==> config.mk <==
export PLATFORM = sky130hd
export DESIGN_NAME = hbb_regs
export DESIGN_NICKNAME = d
export VERILOG_FILES = /design/src/hbb_pkg.sv /design/src/hbb_regs.sv
export SDC_FILE = /design/constraint.sdc
export NUM_CORES = 1
export LEC_CHECK = 0
export BUFFER_PORTS_ARGS = -buffer_cell sky130_fd_sc_hd__buf_4
export CORE_MARGIN = 1
export CORE_UTILIZATION = 41
export DETAILED_ROUTE_END_ITERATION = 10
export HOLD_SLACK_MARGIN = 0.1
export PLACE_DENSITY = 0.83
export SETUP_SLACK_MARGIN = 0.5
export SKIP_CTS_REPAIR_TIMING = 1
export SYNTH_ARGS = -nofsm -noshare
export SYNTH_HDL_FRONTEND = slang
export SYNTH_SLANG_ARGS = --single-unit
export TNS_END_PERCENT = 10
==> constraint.sdc <==
create_clock -name clk_i -period 2.8 [get_ports clk_i]
set_clock_uncertainty 0.1 [all_clocks]
set_input_delay 0.14 -clock clk_i [delete_from_list [all_inputs] [get_ports clk_i]]
set_output_delay 0.14 -clock clk_i [all_outputs]
set_load 0.005 [all_outputs]
==> src/hbb_pkg.sv <==
// Package for the host-bus bank decode register block.
// Holds offsets, field positions, reset values and burst codes.
// Assumes a 32-bit little-endian host bus with four byte enables.
package hbb_pkg;

  // ----------------------------------------------------------------
  // Bus shape
  // ----------------------------------------------------------------
  localparam int ADDR_W = 16;
  localparam int DATA_W = 32;
  localparam int BE_W   = 4;

  // ----------------------------------------------------------------
  // Register offsets (byte addresses within the 16-byte window)
  // ----------------------------------------------------------------
  localparam logic [3:0] OFS_BASE_ADDR = 4'h0;
  localparam logic [3:0] OFS_RX_WMARK  = 4'h4;
  localparam logic [3:0] OFS_BUS_ERR   = 4'h6;
  localparam logic [3:0] OFS_BURST_LEN = 4'h8;
  localparam logic [3:0] OFS_BANK_WORD = 4'hc;
  localparam logic [3:0] OFS_BANK_SEL  = 4'he;

  // ----------------------------------------------------------------
  // Bank numbers and field positions
  // ----------------------------------------------------------------
  localparam int         BANK_W        = 6;
  localparam int         NUM_BANKS     = 64;
  localparam logic [5:0] BANK_MAIN     = 6'h00;
  localparam int         BASE_HI_MSB   = 15;
  localparam int         BASE_LO_LSB   = 5;
  localparam int         WMARK_BIT     = 12;
  localparam int         BAD_LANE_FLAG = 15;
  localparam int         BAD_LANE_MSB  = 14;
  localparam int         BAD_LANE_LSB  = 11;
  localparam int         MIXED_FLAG    = 10;
  localparam int         BURST_MSB     = 14;
  localparam int         BURST_LSB     = 12;

  // ----------------------------------------------------------------
  // Reset values
  // ----------------------------------------------------------------
  localparam logic [15:0] BASE_RESET  = 16'h0300;
  localparam logic [5:0]  BANK_RESET  = 6'h00;
  localparam logic [2:0]  BURST_RESET = 3'h0;

  // ----------------------------------------------------------------
  // Burst length codes and beat counts
  // ----------------------------------------------------------------
  localparam logic [2:0] BURST_SINGLE = 3'h0;
  localparam logic [2:0] BURST_FOUR   = 3'h3;
  localparam logic [2:0] BURST_EIGHT  = 3'h5;
  localparam logic [2:0] BURST_SIXTN  = 3'h7;
  localparam logic [4:0] BEATS_1      = 5'h01;
  localparam logic [4:0] BEATS_4      = 5'h04;
  localparam logic [4:0] BEATS_8      = 5'h08;
  localparam logic [4:0] BEATS_16     = 5'h10;

  // One host access, presented for a single cycle
  typedef struct packed {
    logic              rd;
    logic              wr;
    logic [ADDR_W-1:0] addr;
    logic [BE_W-1:0]   be;
    logic [DATA_W-1:0] wdata;
  } hbb_req_t;

endpackage : hbb_pkg

==> src/hbb_regs.sv <==
// Host-bus register front end: bank select, base-address decode,
// receive watermark choice, bus error latch and burst length.
// Assumes a host that presents one-cycle read or write strobes
// synchronous to clk_i, and an outside loader that offers the
// stored base address once after reset when an EEPROM is fitted.
//
// Functional notes
// - Six-bit bank selector, bits 5-0, resets zero.
// - Bank selector chooses among 64 register banks.
// - Bank select reachable from every bank.
// - Bank select at 0xC dword, 0xE word/byte.
// - Dword write at 0xC touches only 0xE.
// - Base bits 15-8 compared to address 15-8.
// - Base bits 7-5 compared; bits 4-0 read-only.
// - Base from EEPROM if present, else 0x300.
// - Software may rewrite base; EEPROM untouched.
// - Watermark bit 12: 0 is 3K, 1 is 2K.
// - Illegal byte enables set flag 15, W1C.
// - Offending enables stored in bits 14-11.
// - Simultaneous sync/async transfers set flag 10, W1C.
// - Burst field 14-12 decodes to 1/4/8/16.
// - Bank 1 reserved except bank select.
`timescale 1ns/1ns

module hbb_regs
  import hbb_pkg::*;
(
  input  wire logic              clk_i,
  input  wire logic              rst_i,
  input  wire hbb_req_t          host_req_i,
  input  wire logic              sync_xfer_i,
  input  wire logic              async_xfer_i,
  input  wire logic              eeprom_present_pin_i,
  input  wire logic              eeprom_base_valid_i,
  input  wire logic [15:0]       eeprom_base_i,
  output logic [DATA_W-1:0]      host_rdata_o,
  output logic                   host_rvalid_o,
  output logic                   dev_hit_o,
  output logic [BANK_W-1:0]      bank_number_o,
  output logic [15:0]            base_addr_o,
  output logic                   rx_hiwater_2k_o,
  output logic [4:0]             burst_beats_o
);

  // ----------------------------------------------------------------
  // Register state
  // ----------------------------------------------------------------
  logic [BANK_W-1:0] bank_number_field_reg;
  logic [7:0]        base_upper_byte_reg;
  logic [2:0]        base_lower_bits_reg;
  logic              base_pending_reg;
  logic              wmark_reg;
  logic              bad_lane_select_flag_reg;
  logic [3:0]        bad_lane_select_value_reg;
  logic              mixed_transfer_flag_reg;
  logic [2:0]        burst_length_field_reg;
  logic [DATA_W-1:0] rdata_reg;
  logic [DATA_W-1:0] rdata_next;
  logic              rvalid_reg;
  logic              hit_reg;
  logic [4:0]        beats_reg;
  logic [4:0]        beats_next;

  // ----------------------------------------------------------------
  // Address decode
  // ----------------------------------------------------------------
  logic       hit;
  logic       be_legal;
  logic       in_main_bank;
  logic [3:0] word_ofs;
  logic       wr_ok;
  logic       bad_be_event;
  logic       mixed_event;

  // Window match on base bits 15-5 with address bit 4 clear; bits 3-2 pick the word inside
  assign hit = (host_req_i.addr[15:8] == base_upper_byte_reg)
             && (host_req_i.addr[7:5] == base_lower_bits_reg)
             && !host_req_i.addr[4];
  assign word_ofs     = {host_req_i.addr[3:2], 2'b00};
  assign in_main_bank = (bank_number_field_reg == BANK_MAIN);

  // Single lanes, aligned halves and the full word are legal
  always_comb begin
    case (host_req_i.be)
      4'h1, 4'h2, 4'h4, 4'h8, 4'h3, 4'hc, 4'hf: be_legal = 1'b1;
      default:                                  be_legal = 1'b0;
    endcase
  end

  // Writes with a bad lane pattern are dropped, only logged
  assign wr_ok        = host_req_i.wr && hit && be_legal;
  assign bad_be_event = (host_req_i.rd || host_req_i.wr) && hit && !be_legal;
  assign mixed_event  = sync_xfer_i && async_xfer_i;

  // Write strobe for the bank-0 register words
  logic wr_main;
  assign wr_main = wr_ok && in_main_bank;

  // ----------------------------------------------------------------
  // Bank selector
  // ----------------------------------------------------------------
  // Lane 2 of word 0xC is the selector byte in every bank;
  // lanes 0-1 (0xC, 0xD) and lane 3 are reserved and ignored.
  always_ff @(posedge clk_i) begin
    if (rst_i) begin
      bank_number_field_reg <= BANK_RESET;
    end else if (wr_ok && word_ofs == OFS_BANK_WORD && host_req_i.be[2]) begin
      bank_number_field_reg <= host_req_i.wdata[16 +: BANK_W];
    end
  end

  // ----------------------------------------------------------------
  // Base address
  // ----------------------------------------------------------------
  // Default comes first; a fitted EEPROM then overrides it once.
  always_ff @(posedge clk_i) begin
    if (rst_i) begin
      base_upper_byte_reg <= BASE_RESET[15:8];
      base_lower_bits_reg <= BASE_RESET[7:5];
      base_pending_reg    <= 1'b1;
    end else if (base_pending_reg) begin
      if (!eeprom_present_pin_i) begin
        base_pending_reg <= 1'b0;
      end else if (eeprom_base_valid_i) begin
        base_upper_byte_reg <= eeprom_base_i[15:8];
        base_lower_bits_reg <= eeprom_base_i[7:5];
        base_pending_reg    <= 1'b0;
      end
    end else if (wr_main && word_ofs == OFS_BASE_ADDR) begin
      // Decode value only; nothing flows back toward the EEPROM
      if (host_req_i.be[1]) begin
        base_upper_byte_reg <= host_req_i.wdata[15:8];
      end
      if (host_req_i.be[0]) begin
        base_lower_bits_reg <= host_req_i.wdata[7:5];
      end
    end
  end

  // ----------------------------------------------------------------
  // Receive watermark and burst length
  // ----------------------------------------------------------------
  always_ff @(posedge clk_i) begin
    if (rst_i) begin
      wmark_reg <= 1'b0;
    end else if (wr_main && word_ofs == OFS_RX_WMARK && host_req_i.be[1]) begin
      wmark_reg <= host_req_i.wdata[WMARK_BIT];
    end
  end

  always_ff @(posedge clk_i) begin
    if (rst_i) begin
      burst_length_field_reg <= BURST_RESET;
    end else if (wr_main && word_ofs == OFS_BURST_LEN && host_req_i.be[1]) begin
      burst_length_field_reg <= host_req_i.wdata[BURST_MSB:BURST_LSB];
    end
  end

  // Unknown codes fall back to one beat, the safe choice
  always_comb begin
    case (burst_length_field_reg)
      BURST_FOUR:  beats_next = BEATS_4;
      BURST_EIGHT: beats_next = BEATS_8;
      BURST_SIXTN: beats_next = BEATS_16;
      default:     beats_next = BEATS_1;
    endcase
  end

  always_ff @(posedge clk_i) begin
    if (rst_i) begin
      beats_reg <= BEATS_1;
    end else begin
      beats_reg <= beats_next;
    end
  end

  // ----------------------------------------------------------------
  // Bus error status
  // ----------------------------------------------------------------
  logic clr_hi;
  assign clr_hi = wr_main && word_ofs == OFS_RX_WMARK && host_req_i.be[3];

  // A new event in the clear cycle wins over the clear
  always_ff @(posedge clk_i) begin
    if (rst_i) begin
      bad_lane_select_flag_reg  <= 1'b0;
      bad_lane_select_value_reg <= 4'h0;
    end else if (bad_be_event) begin
      bad_lane_select_flag_reg  <= 1'b1;
      bad_lane_select_value_reg <= host_req_i.be;
    end else if (clr_hi && host_req_i.wdata[16 + BAD_LANE_FLAG]) begin
      bad_lane_select_flag_reg <= 1'b0;
    end
  end

  always_ff @(posedge clk_i) begin
    if (rst_i) begin
      mixed_transfer_flag_reg <= 1'b0;
    end else if (mixed_event) begin
      mixed_transfer_flag_reg <= 1'b1;
    end else if (clr_hi && host_req_i.wdata[16 + MIXED_FLAG]) begin
      mixed_transfer_flag_reg <= 1'b0;
    end
  end

  // ----------------------------------------------------------------
  // Read path
  // ----------------------------------------------------------------
  // Only bank 0 carries storage here; bank 1 and the rest read zero except the bank select word
  always_comb begin
    rdata_next = '0;
    if (in_main_bank) begin
      case (word_ofs)
        OFS_BASE_ADDR: begin
          rdata_next[15:0] = {base_upper_byte_reg, base_lower_bits_reg, 5'h00};
        end
        OFS_RX_WMARK: begin
          rdata_next[WMARK_BIT]               = wmark_reg;
          rdata_next[16 + BAD_LANE_FLAG]      = bad_lane_select_flag_reg;
          rdata_next[16 + BAD_LANE_MSB -: 4]  = bad_lane_select_value_reg;
          rdata_next[16 + MIXED_FLAG]         = mixed_transfer_flag_reg;
        end
        OFS_BURST_LEN: begin
          rdata_next[BURST_MSB:BURST_LSB] = burst_length_field_reg;
        end
        default: begin
          rdata_next = '0;
        end
      endcase
    end
    if (word_ofs == OFS_BANK_WORD) begin
      rdata_next[16 +: BANK_W] = bank_number_field_reg;
    end
  end

  // Answer one cycle after the strobe, data held until next read
  always_ff @(posedge clk_i) begin
    if (rst_i) begin
      rdata_reg  <= '0;
      rvalid_reg <= 1'b0;
      hit_reg    <= 1'b0;
    end else begin
      rvalid_reg <= host_req_i.rd && hit;
      hit_reg    <= (host_req_i.rd || host_req_i.wr) && hit;
      if (host_req_i.rd && hit) begin
        rdata_reg <= rdata_next;
      end
    end
  end

  // ----------------------------------------------------------------
  // Outputs
  // ----------------------------------------------------------------
  assign host_rdata_o    = rdata_reg;
  assign host_rvalid_o   = rvalid_reg;
  assign dev_hit_o       = hit_reg;
  assign bank_number_o   = bank_number_field_reg;
  assign base_addr_o     = {base_upper_byte_reg, base_lower_bits_reg, 5'h00};
  assign rx_hiwater_2k_o = wmark_reg;
  assign burst_beats_o   = beats_reg;
endmodule : hbb_regs

Word-level counts from Yosys, hierarchy flattened
Index checks and enable logic that the tools add are counted.

Register bits: 67. Bits in latches: 0. Memory bits (writable): 0. Bits in read-only memories: 0. Word-level logic and storage cells: 88. Memories kept: 0.

$add $sub $neg: 0. Multipliers: 0. Divide/modulo/power cells: 0. Order comparisons: 0. Equality and inequality tests: 17. Shift-type cells: 0. Muxes and demuxes: 26. Bitwise operators: 0. Reduce and logical (&&, ||, !) cells: 32.

Operator list (number): $mux W8 (5); $mux W32 (1); $logic_and A1 B1 Y1 (19); $mux W3 (5); $pmux W5 S3 (1); $eq A4 B4 Y1 const B (3); $mux W12 (1); $mux W6 (2); $reduce_bool A2 Y1 (5); $mux W1 (9); $eq A4 B2 Y1 const B (2); $eq A8 B8 Y1 (1); $reduce_and A4 Y1 (2); $reduce_or A7 Y1 (1); $eq A3 B3 Y1 const B (2); $logic_not A6 Y1 (1); $eq A2 B2 Y1 const B (2); $eq A4 B1 Y1 const B (1); $eq A4 B3 Y1 const B (1); $logic_not A4 Y1 (1); $ne A2 B2 Y1 const B (2); $pmux W2 S2 (1); $eq A3 B2 Y1 const B (1); $eq A3 B3 Y1 (1); 4 further kinds (5).

Depth between registers and ports, before layout
Gate-level depths: netlist of run 1.

Word-level depth: 11. Depth in mapped cells: 7. Depth with buffers taken out: 5.

Worst setup path before layout of run 1
OpenSTA, ideal clock, no wires.

Path type: reg2reg. Start: reg bank_number_field_reg[5] (netlist: bank_number_o[5]). End: reg base_upper_byte_reg[2]. Arrival: 1958 ps. Data required time: 2579 ps. Path slack: 621 ps. Cell stages (with the launch flop): 6. Period minus slack after synthesis: 2179 ps. Path through: dfxtp_1 or4_4 nor4b_4 o211a_1 a31oi_4 mux2_2.

Longest elaborated chain between the ends: 5.

RTL lines: start: declaration (RTL line hbb_regs.sv:48) `logic [BANK_W-1:0] bank_number_field_reg;`; start signal: assignment (RTL line hbb_regs.sv:108) `bank_number_field_reg <= host_req_i.wdata[16 +: BANK_W];`; $logic_not A6 Y1 (RTL line hbb_regs.sv:80) `assign in_main_bank = (bank_number_field_reg == BANK_MAIN);`; $logic_and A1 B1 Y1 (RTL line hbb_regs.sv:97) `assign wr_main = wr_ok && in_main_bank;`; $logic_and A1 B1 Y1 (RTL line hbb_regs.sv:129) `end else if (wr_main && word_ofs == OFS_BASE_ADDR) begin`; $reduce_bool A2 Y1 (no line); $reduce_and A4 Y1 (no line); end signal: assignment (RTL line hbb_regs.sv:118) `base_upper_byte_reg <= BASE_RESET[15:8];`; end signal: assignment (RTL line hbb_regs.sv:125) `base_upper_byte_reg <= eeprom_base_i[15:8];`; end signal: assignment (RTL line hbb_regs.sv:132) `base_upper_byte_reg <= host_req_i.wdata[15:8];`; end: declaration (RTL line hbb_regs.sv:49) `logic [7:0] base_upper_byte_reg;`.

Every way passes these cells. A chain may end at the register's enable or synchronous reset.

Final worst setup path of run 1
Start: reg base_upper_byte_reg[5]. End: reg base_lower_bits_reg[2].

Longest elaborated chain between the ends: 9.

RTL lines: $eq A8 B8 Y1 (RTL line hbb_regs.sv:76) `assign hit = (host_req_i.addr[15:8] == base_upper_byte_reg)`; $logic_and A1 B1 Y1 (RTL line hbb_regs.sv:77) `&& (host_req_i.addr[7:5] == base_lower_bits_reg)`; $logic_and A1 B1 Y1 (RTL line hbb_regs.sv:78) `&& !host_req_i.addr[4];`; $logic_and A1 B1 Y1 (2 in series) (RTL line hbb_regs.sv:91) `assign wr_ok = host_req_i.wr && hit && be_legal;`; $logic_and A1 B1 Y1 (RTL line hbb_regs.sv:97); $logic_and A1 B1 Y1 (RTL line hbb_regs.sv:129); $reduce_bool A2 Y1 (no line); $reduce_and A4 Y1 (no line); end signal: assignment (RTL line hbb_regs.sv:119) `base_lower_bits_reg <= BASE_RESET[7:5];`; end signal: assignment (RTL line hbb_regs.sv:126) `base_lower_bits_reg <= eeprom_base_i[7:5];`; end signal: assignment (RTL line hbb_regs.sv:135) `base_lower_bits_reg <= host_req_i.wdata[7:5];`; end: declaration (RTL line hbb_regs.sv:50) `logic [2:0] base_lower_bits_reg;`.

Every way passes these cells.

==> results.py, run 1 <==
metrics = {
    "placed_design": {
        "placed_area_um2": 3560,
        "dp_hpwl_um": 5660,
        "port_buffers": 102,
        "gp_congestion": 0.901,
    },
    "timing": {
        "fin_crit_sh_pct": 79.0,
        "setup_viol": 0,
        "rsz0062_at_grt": "false",
        "hold_viol_final": 0,
        "tns_ns": 0,
        "relSlewSlack_pct": 56.6,
        "tightest_slew_ns": 0.650,
        "fin_crit_ns": 2.21,
        "drv_slew": 0,
        "fmax_ghz": 0.452,
    },
    "yosys": {
        "synth_cells": 321,
        "yosysSeqAreaShare_pct": 41.1,
        "synth_cell_types": 38,
        "ys_ff_latch": 57,
        "ys_warn_count": 0,
        "avgSynthCellArea_um2": 8.66,
        "syn-cell-area_um2": 2780,
    },
    "worst_setup_path": {
        "cp.required_ns": 2.93,
        "critical_path.top_delay_family": "flip-flops",
        "worstPathArrival_ns": 2.34,
        "crit_chain": "xor2_1 > nor4_1 > buf_4 > and4_1 > a31oi_1 > mux2_2",
        "critPathKind": "register to register",
        "slowest_stage": "dfxtp_1",
        "worst_setup_path_end_kind": "register",
        "crit_path_start_kind": "register",
        "critPathMaxFanout": 5,
        "slowest_delay_ns": 0.41,
        "crit_buf_inv": 1,
    },
    "routing": {
        "drt_first_pass_iters": 10,
        "viasPerCell": 5.27,
        "drc": 8,
        "num_vias": 2764,
        "postRouteAntennaNets": 0,
        "wl_um": 8090,
        "drt-initial-drc-count": 198,
        "wl_per_cell_um": 15.4,
    },
    "floorplanning": {
        "placementRows": 29,
        "fp.dieH_um": 84.3,
        "initial_core_util_pct": 43.0,
        "io_pins": 138,
        "die_x_um": 84.3,
        "core_um2": 6460,
        "die_area_um2": 7110,
    },
    "power": {
        "power.density_nw_per_um2": 485,
        "p_leak_nw": 1.76,
        "vdd_drop_max_mv": 0.238,
    },
    "clocking": {
        "clkSinkCount": 57,
        "ctsLongestPathBuffers": 2,
        "cts_tree": "yes",
        "numCtsBuffers": 9,
        "htree_levels": 3,
        "clkLatencyLatePin_ns": 0.34,
        "cts-root-buf": "clkbuf_8",
        "clk_pin_slew_worst_paths_ns": 0.06,
    },
    "global_route": {
        "grt_max_degree": 71,
        "grt_overflow": 0,
        "track_usage_pct": 22.5,
        "grt_pass1_wl_um": 12400,
        "antenna_found_initial": 0,
        "grt_pass1_vias": 2583,
    },
    "finish": {
        "nNetsFinal": 519,
        "nFillCells": 566,
        "final-seq-area_um2": 1140,
        "stdcell_area_um2": 4040,
        "antenna_cells": 0,
        "multi_input_area_um2": 1490,
        "largest_register_ff_count": 23,
        "drive_above_1_share_pct": 31.8,
        "area_growth_pct": 45.3,
    },
    "worst_hold_path": {
        "hold_class": "primary input to register",
    },
    "status": {
        "status": "complete, but fails checks",
        "violations": "DRC",
    },
    "flow_run": {
        "drv_cap": 0,
    },
}
-- per-layer routing --
metal  track usage [%]  vias up  part of all wire [%]  routed length, µm
li1                  -     1347                     -                  -
met1              25.5     1267                    40               3200
met2              39.7      134                    51               4140
met3              7.77       16                   7.6                618
met4              7.37        0                   1.7                134
met5                 0        -                     0                  0
-- cell type report --
class	instances	area share, %
sequential	57	28.3
multi-input combinational	239	37.0
inverter	1	0.0930
clock buffer	13	4.18
timing repair buffer	135	26.6
clock inverter	2	1.49
tap	77	2.39
-- worst reg2reg max path: stages, from the launching register on --
cell     delay [ns]
dfxtp_1        0.41
xor2_1         0.26
nor4_1         0.12
buf_4          0.17
and4_1         0.25
a31oi_1        0.41
mux2_2         0.38
-- through the flow --
step	util, %	setup slack (ns)	hold WS (ns)	power, mW	instances
floorplan	-	0.621	0.141	0.959	335
global placement	55.1	0.522	0.238	1.04	485
detailed placement	55.1	0.438	0.246	1.05	485
CTS	58.6	0.390	-0.110	1.94	500
global route	62.5	0.401	0.103	2.03	524
finish	62.5	0.588	0.0805	1.96	524
-- path summary, 6_finish.rpt --
path	from	end	slack, ns	cells after the start
worst max register to register	base_upper_byte_reg[5]$_SDFFE_PP0P_	base_lower_bits_reg[2]$_SDFFE_PP0P_	0.59	6
worst max-delay path	base_upper_byte_reg[5]$_SDFFE_PP0P_	base_lower_bits_reg[2]$_SDFFE_PP0P_	0.59	6
worst min register to register	host_rdata_o[13]$_SDFFE_PP0P_	host_rdata_o[13]$_SDFFE_PP0P_	0.35	2
worst min-delay path	eeprom_base_i[10]	base_upper_byte_reg[2]$_SDFFE_PP0P_	0.08	4
-- cells in the mapped netlist, drive strengths merged --
library cell | count | area (µm²)
or4 | 1 | 11.3
nand4b | 1 | 8.76
nor3 | 4 | 20.0
dfxtp | 57 | 1140
nor3b | 1 | 7.51
buf | 21 | 140
xor2 | 11 | 96.3
nand2 | 28 | 105
a21oi | 33 | 165
nand2b | 11 | 68.8
a31oi | 2 | 27.5
o22ai | 1 | 6.26
nor2 | 17 | 63.8
or3 | 1 | 6.26
and4b | 1 | 10.0
o211a | 1 | 10.0
nor4 | 5 | 31.3
and4 | 3 | 26.3
or2 | 1 | 6.26
o21bai | 1 | 7.51
conb | 1 | 3.75
o41ai | 2 | 17.5
o21ai | 9 | 45.0
and3 | 4 | 25.0
mux2 | 11 | 124
o21a | 1 | 7.51
nor4b | 1 | 23.8
a211oi | 2 | 15.0
inv | 1 | 3.75
o31ai | 3 | 22.5
nor2b | 12 | 75.1
mux2i | 18 | 180
nand3 | 20 | 100
nand4 | 18 | 113
clkbuf | 17 | 63.8
-- cells by family after synthesis --
family          count (synthesis)  share of synthesized area [%]
other cells                     1                          0.135
mux                            29                           10.9
compound gates                 55                           11.7
flops                          57                           41.1
simple gates                  129                           25.3
xor+xnor                       11                           3.47
buf+inv                        39                           7.47
-- power by group --
group | total, mW | switching, mW | internal, mW
logic | 0.230 | 0.105 | 0.125
clock network | 0.896 | 0.327 | 0.570
registers | 0.832 | 0.0119 | 0.820
total | 1.96 | 0.444 | 1.51
-- layout by cell type, fill, tap and decap left out, types with 2 or more instances in the layout --
master,count
nand4_1,18
nor2_1,17
buf_4,111
mux2_2,11
mux2i_1,18
o41ai_1,2
conb_1,15
a21oi_1,33
clkbuf_8,12
o21ai_0,9
a211oi_1,2
dfxtp_1,57
nand2_1,28
dlygate4sd3_1,24
bufinv_16,2
nand3_1,19
nor3_1,4
nand2b_1,11
nor4_1,4
nor2b_1,12
and4_1,3
o31ai_1,3
xor2_1,11
and3_1,4
No activity file was read; power rests on OpenSTA's default activity.
==> run 2, diff against run 1 <==
--- a/config.mk
+++ b/config.mk
@@ -5,12 +5,13 @@
 export SDC_FILE = /design/constraint.sdc
 export NUM_CORES = 1
 export LEC_CHECK = 0
+export ABC_AREA = 1
 export BUFFER_PORTS_ARGS = -buffer_cell sky130_fd_sc_hd__buf_4
 export CORE_MARGIN = 1
 export CORE_UTILIZATION = 41
 export DETAILED_ROUTE_END_ITERATION = 10
 export HOLD_SLACK_MARGIN = 0.1
-export PLACE_DENSITY = 0.83
+export PLACE_DENSITY = 0.86
 export SETUP_SLACK_MARGIN = 0.5
 export SKIP_CTS_REPAIR_TIMING = 1
 export SYNTH_ARGS = -nofsm -noshare
==> constraint.sdc (replaced) <==
create_clock -name clk_i -period 1.9 [get_ports clk_i]
set_clock_uncertainty 0.1 [all_clocks]
set_input_delay 0.095 -clock clk_i [delete_from_list [all_inputs] [get_ports clk_i]]
set_output_delay 0.095 -clock clk_i [all_outputs]
set_load 0.005 [all_outputs]
==> run 2 against run 1 <==
Effect of this change: the run now ends clean; sequential power rose by 50%; flip-flop and latch count is the same; via count rose by 10%; synthesized cell count is 24% higher; first-iteration DRC count rose by 3.5%; area after synthesis down 3.0%; worst setup slack worse by 0.53 ns; hold slack better by 0.018 ns; power is 42% higher; global-route usage fell by 1.0 points; routed wire length grew 1.5%; critical path depth up 4; critical endpoint is now burst_length_field_reg[1]$_SDFFE_PP0P_; largest cell class is now non-clock buffers.
==> results.py, run 2 <==
metrics = {
    "clocking": {
        "numCtsBuffers": 9,
        "htree_levels": 3,
        "cts_tree": "yes",
        "ctsLongestPathBuffers": 2,
        "cts-root-buf": "clkbuf_8",
        "clk_pin_slew_worst_paths_ns": 0.06,
        "clkSinkCount": 57,
        "clkLatencyLatePin_ns": 0.33,
    },
    "yosys": {
        "yosysTopAreaCellShare_pct": 42.3,
        "avgSynthCellArea_um2": 6.77,
        "synth_top_area_cell": "dfxtp_1",
        "syn-cell-area_um2": 2700,
        "synth_common_cells": "nand2_1 (110), dfxtp_1 (57), nor2_1 (56)",
        "synth_cells": 398,
        "synth_cell_types": 26,
        "yosysSeqAreaShare_pct": 42.3,
        "async_flop_share_pct": 0,
        "yosysMostFrequentCell": "nand2_1",
        "synth_flop_cell": "dfxtp_1",
        "ys_ff_latch": 57,
        "synth-edff-count": 0,
        "synth_area_leaders": "dfxtp_1 (42%), nand2_1 (15%), nor2_1 (7.8%)",
        "ys_warn_count": 0,
    },
    "power": {
        "netSwitchingFraction_pct": 25.7,
        "clkPwrFrac_pct": 37.8,
        "p_int_mw": 2.06,
        "p_comb_share_pct": 17.1,
        "p_leak_nw": 2.13,
        "p_sw_uw": 712,
        "vdd_drop_max_mv": 0.532,
        "power.density_nw_per_um2": 653,
        "power_frac_seq_pct": 45.1,
    },
    "floorplanning": {
        "io_pins": 138,
        "die_x_um": 83.1,
        "core_um2": 6350,
        "fp.dieH_um": 83.1,
        "placementRows": 29,
        "die_area_um2": 6900,
        "initial_core_util_pct": 42.5,
    },
    "timing": {
        "fmax_ghz": 0.542,
        "hold_viol_final": 0,
        "whs_ns": 0.0987,
        "setup_viol": 0,
        "fin_crit_sh_pct": 97.2,
        "drv_slew": 0,
        "fin_crit_ns": 1.85,
        "rsz0062_at_grt": "true",
        "setup_ws_ns": 0.0540,
    },
    "placed_design": {
        "place_ws_ns": 0.00590,
        "dp.cells": 579,
        "dp_hpwl_um": 5470,
        "gp_congestion": 0.837,
        "port_buffers": 102,
    },
    "worst_setup_path": {
        "r2r_slack_ns": 0.05,
        "crit_path_start_kind": "register",
        "worstPathArrival_ns": 1.97,
        "timing.rr.start": "base_upper_byte_reg[0]$_SDFFE_PP1P_",
        "critPathMaxFanout": 6,
        "reg2reg_to": "burst_length_field_reg[1]$_SDFFE_PP0P_",
        "critPathKind": "register to register",
        "worst_setup_path_end_kind": "register",
        "reg2regPathDepth": 10,
        "cp.required_ns": 2.02,
    },
    "worst_hold_path": {
        "hold_class": "primary input to register",
        "min_to": "dev_hit_o$_SDFF_PP0_",
        "min_delay_path_depth": 4,
        "hold_start": "host_req_i[52]",
    },
    "routing": {
        "postRouteAntennaNets": 0,
        "drc": 0,
        "wl_per_cell_um": 12.9,
        "drt-initial-drc-count": 205,
        "wl_um": 8210,
        "num_vias": 3045,
        "viasPerCell": 4.77,
        "drt_first_pass_iters": 4,
    },
    "global_route": {
        "grt.busiest_layer": "met2",
        "track_usage_pct": 21.5,
        "grt_util_met3_pct": 3.98,
        "grt_max_degree": 25,
        "use_met2_pct": 35.1,
        "grt_pass1_vias": 2590,
        "antenna_found_initial": 0,
        "grt_overflow": 0,
        "grtUsageMet1_pct": 27.9,
        "grt_pass1_wl_um": 11900,
    },
    "finish": {
        "mostFrequentLayoutCell": "buf_4",
        "fin_util_pct": 66.9,
        "area_growth_pct": 57.6,
        "layout_common_cells": "buf_4 (121), nand2_1 (106), nor2_1 (53)",
        "layout.cells.non_filler": 638,
        "nNetsFinal": 633,
        "drive_above_1_share_pct": 31.2,
        "antenna_cells": 0,
        "largest_register_ff_count": 23,
    },
    "flow_run": {
        "drv_cap": 0,
    },
    "status": {
        "status": "finished clean",
    },
}
[run 2: power groups by stage]
| stage | logic [mW] | registers, mW | clock network, mW |
|---|---|---|---|
| final | 0.475 | 1.25 | 1.05 |
| after global routing | 0.529 | 1.25 | 1.13 |
| after detailed placement | 0.375 | 1.28 | 0 |
| after global placement | 0.366 | 1.27 | 0 |
| after floorplan | 0.202 | 1.27 | 0 |
| after CTS | 0.378 | 1.25 | 1.06 |
[run 2: worst max path at each step]
stage	start	to	slack [ns]	cells past startpoint
after floorplan	base_upper_byte_reg[0]$_SDFFE_PP1P_	base_upper_byte_reg[2]$_SDFFE_PP0P_	0.21	12
after global placement	base_lower_bits_reg[1]$_SDFFE_PP0P_	burst_length_field_reg[2]$_SDFFE_PP0P_	0.05	12
after detailed placement	base_lower_bits_reg[1]$_SDFFE_PP0P_	burst_length_field_reg[1]$_SDFFE_PP0P_	0.006	12
after CTS	base_lower_bits_reg[1]$_SDFFE_PP0P_	burst_length_field_reg[1]$_SDFFE_PP0P_	-0.02	12
after global routing	base_upper_byte_reg[2]$_SDFFE_PP0P_	burst_length_field_reg[1]$_SDFFE_PP0P_	-0.12	11
final	base_upper_byte_reg[0]$_SDFFE_PP1P_	burst_length_field_reg[1]$_SDFFE_PP0P_	0.05	10
[run 2: stage by stage]
stage	total power, mW	area [µm²]	setup TNS [ns]
6_report	2.77	4250	0
5_1_grt	2.91	4250	-1.06
4_1_cts	2.69	3750	-0.0231
3_5_place_dp	1.65	3570	0
3_3_place_gp	1.64	3570	0
2_1_floorplan	1.47	2770	0
[run 2: logic make-up after synthesis]
logic type	after synthesis	share of synthesized area, %
flip-flops	57	42.3
other	1	0.139
buffers and inverters	72	12.7
AND/OR/NAND/NOR	216	34.0
AO/OA/AOI/OAI	52	10.9
[run 2: layout make-up]
cell class | instances | area, µm²
clock buffers | 11 | 131
clock inverters | 4 | 45.0
fillers | 527 | 2100
inverters | 43 | 161
multi-input cells | 283 | 1320
flip-flops and latches | 57 | 1160
well taps | 77 | 96.3
repair buffers | 163 | 1340
[run 2: critical path, cell delays in order (launching register included)]
cell,delay [ns]
dfxtp_2,0.35
inv_1,0.06
nand2_1,0.08
nand3_2,0.10
nor3_4,0.22
nand3_2,0.13
nor2_4,0.14
buf_6,0.11
nand4_1,0.21
nor2_1,0.17
nor2_1,0.06
[run 2: routing by layer]
metal / up-vias / wire length (µm)
li1: 1547 / -
met1: 1391 / 3550
met2: 93 / 4130
met3: 14 / 348
met4: 0 / 188
met5: - / 0
==> run 3, diff against run 2 <==
--- a/config.mk
+++ b/config.mk
@@ -6,12 +6,12 @@
 export NUM_CORES = 1
 export LEC_CHECK = 0
 export ABC_AREA = 1
-export BUFFER_PORTS_ARGS = -buffer_cell sky130_fd_sc_hd__buf_4
+export BUFFER_PORTS_ARGS = -buffer_cell sky130_fd_sc_hd__buf_2
 export CORE_MARGIN = 1
 export CORE_UTILIZATION = 41
 export DETAILED_ROUTE_END_ITERATION = 10
 export HOLD_SLACK_MARGIN = 0.1
-export PLACE_DENSITY = 0.86
+export PLACE_DENSITY = 0.83
 export SETUP_SLACK_MARGIN = 0.5
 export SKIP_CTS_REPAIR_TIMING = 1
 export SYNTH_ARGS = -nofsm -noshare
==> constraint.sdc (replaced) <==
create_clock -name clk_i -period 2.1 [get_ports clk_i]
set_clock_uncertainty 0.1 [all_clocks]
set_input_delay 0.105 -clock clk_i [delete_from_list [all_inputs] [get_ports clk_i]]
set_output_delay 0.105 -clock clk_i [all_outputs]
set_load 0.005 [all_outputs]
==> run 3 against run 2 <==
Effect of this change: critical path depth increased by 3; power fell by 4.5%; maximum frequency about the same; final area is 7.2% lower; global-route usage shrank 0.57 points; worst setup slack improved by 0.20 ns; via count grew 1.1%; utilization is 4.8 points lower; non-clock buffer count down 14; first-iteration DRC count is 29% lower; count of clock-buffer cells in the layout did not move; flip-flop and latch count did not move; largest cell class is now multi-input combinational cells; highest routed layer unchanged.
==> results.py, run 3 (same netlist as run 2, synthesis figures left out) <==
metrics = {
    "finish": {
        "mostFrequentLayoutCell": "buf_2",
        "antenna_cells": 0,
        "nNetsFinal": 620,
        "layout.cells.non_filler": 626,
        "drive_above_1_share_pct": 31.9,
        "nFillCells": 552,
        "layout_common_cells": "buf_2 (102), nand2_1 (100), nor2_1 (52)",
        "area_growth_pct": 46.2,
        "largest_register_ff_count": 23,
    },
    "clocking": {
        "cts_tree": "yes",
        "htree_levels": 3,
        "clkSinkCount": 57,
        "clkLatencyLatePin_ns": 0.34,
        "numCtsBuffers": 9,
        "cts-root-buf": "clkbuf_8",
        "clk_pin_slew_worst_paths_ns": 0.07,
        "ctsLongestPathBuffers": 2,
    },
    "floorplanning": {
        "die_area_um2": 6900,
        "placementRows": 29,
        "initial_core_util_pct": 42.5,
        "fp.dieH_um": 83.1,
        "core_um2": 6350,
        "io_pins": 138,
        "die_x_um": 83.1,
    },
    "power": {
        "power.density_nw_per_um2": 672,
        "p_leak_nw": 2.03,
        "fin_total_pwr_mw": 2.65,
        "vdd_drop_max_mv": 0.443,
    },
    "status": {
        "status": "finished clean",
    },
    "worst_setup_path": {
        "timing.rr.start": "base_upper_byte_reg[4]$_SDFFE_PP0P_",
        "critPathMaxFanout": 6,
        "crit_buf_inv": 3,
        "worst_setup_path_end_kind": "register",
        "cp.required_ns": 2.23,
        "reg2regPathDepth": 13,
        "reg2reg_to": "bank_number_o[5]$_SDFFE_PP0P_",
        "worstPathArrival_ns": 1.98,
        "crit_path_start_kind": "register",
        "critPathKind": "register to register",
        "slowest_delay_ns": 0.36,
        "path_depth": 13,
        "critical_path.top_delay_family": "simple AND/OR/NAND/NOR gates",
        "r2r_slack_ns": 0.25,
        "slowest_stage": "dfxtp_4",
        "cp_common_cell": "nand2_1",
        "crit_chain": "inv_2 > nand2_1 > nand2_1 > nor2_2 > nand2_1 > nor2_2 > nand3_2 > nor2_4 > buf_4 > nand3_2 > buf_6 > nor2_1 > nor2_1",
    },
    "routing": {
        "wl_per_cell_um": 13.0,
        "wl_met1_um": 3410,
        "postRouteAntennaNets": 0,
        "wl_um": 8150,
        "dr_wl_met3_um": 470,
        "drc": 0,
        "num_vias": 3079,
        "wl_met2_um": 3970,
        "viasPerCell": 4.92,
        "top_layer": "met4",
        "drt-initial-drc-count": 146,
        "drt_first_pass_iters": 4,
    },
    "placed_design": {
        "port_buffers": 102,
        "dp.cells": 569,
        "dp_hpwl_um": 5200,
        "gp_congestion": 0.832,
        "place_ws_ns": 0.184,
    },
    "timing": {
        "relSlewSlack_pct": 58.4,
        "fin_crit_sh_pct": 88.0,
        "fin_crit_ns": 1.85,
        "rsz0062_at_grt": "true",
        "tns_ns": 0,
        "hold_viol_final": 0,
        "fmax_ghz": 0.541,
        "whs_ns": 0.0161,
        "setup_ws_ns": 0.253,
        "setup_viol": 0,
        "tightest_slew_ns": 0.622,
        "drv_slew": 0,
    },
    "global_route": {
        "grt_max_degree": 47,
        "grt_pass1_vias": 2616,
        "track_usage_pct": 20.9,
        "antenna_found_initial": 0,
        "grt_pass1_wl_um": 11500,
        "grt_overflow": 0,
    },
    "worst_hold_path": {
        "min_to": "base_upper_byte_reg[1]$_SDFFE_PP1P_",
        "min_delay_path_depth": 5,
        "hold_class": "primary input to register",
        "hold_start": "host_req_i[9]",
    },
    "flow_run": {
        "drv_cap": 0,
    },
}
[run 3: cell types whose count changed in the layout (fill, tap and decap cells not counted), sizes merged]
cell,previous run,this run
buf,123,113
dlygate4sd3,40,36
bufinv,1,2
nand2,115,116
[run 3: worst max-delay path by stage]
stage	to	from
2_1_floorplan	base_upper_byte_reg[2]$_SDFFE_PP0P_	base_upper_byte_reg[0]$_SDFFE_PP1P_
3_5_place_dp	base_lower_bits_reg[0]$_SDFFE_PP0P_	base_upper_byte_reg[0]$_SDFFE_PP1P_
6_report	bank_number_o[5]$_SDFFE_PP0P_	base_upper_byte_reg[4]$_SDFFE_PP0P_
3_3_place_gp	base_lower_bits_reg[1]$_SDFFE_PP0P_	base_upper_byte_reg[5]$_SDFFE_PP0P_
4_1_cts	base_lower_bits_reg[0]$_SDFFE_PP0P_	base_upper_byte_reg[0]$_SDFFE_PP1P_
5_1_grt	bank_number_o[5]$_SDFFE_PP0P_	base_upper_byte_reg[6]$_SDFFE_PP0P_
[run 3: cell type report]
class | instances | area [µm²] | area share [%]
multi-input combinational | 284 | 1350 | 34.2
timing repair buffer | 149 | 957 | 24.3
sequential | 57 | 1160 | 29.4
inverter | 43 | 161 | 4.10
tap | 77 | 96.3 | 2.44
clock inverter | 5 | 78.8 | 2.00
clock buffer | 11 | 141 | 3.59
[run 3: stage by stage]
step	util [%]	instance area [µm²]
6_report	62.1	3940
3_3_place_gp	51.1	3240
5_1_grt	62.1	3940
3_5_place_dp	51.1	3240
2_1_floorplan	-	2770
4_1_cts	54.6	3460
[run 3: where the power goes]
| group | total (mW) | switching [mW] | internal [mW] |
|---|---|---|---|
| Combinational | 0.376 | 0.209 | 0.167 |
| Clock | 1.14 | 0.445 | 0.698 |
| Sequential | 1.13 | 0.0219 | 1.11 |
| Total | 2.65 | 0.676 | 1.97 |
[run 3: per-layer routing]
metal	track usage (%)	up-vias
met4	14.6	0
met5	0	-
met1	25.3	1397
met3	4.27	28
met2	33.4	130
li1	-	1524
[run 3: worst register-to-register path: cells and delay by family (launching register included)]
family        cells  cell delay [ns]
simple gates     10             0.95
flops             1             0.36
buf+inv           3             0.33
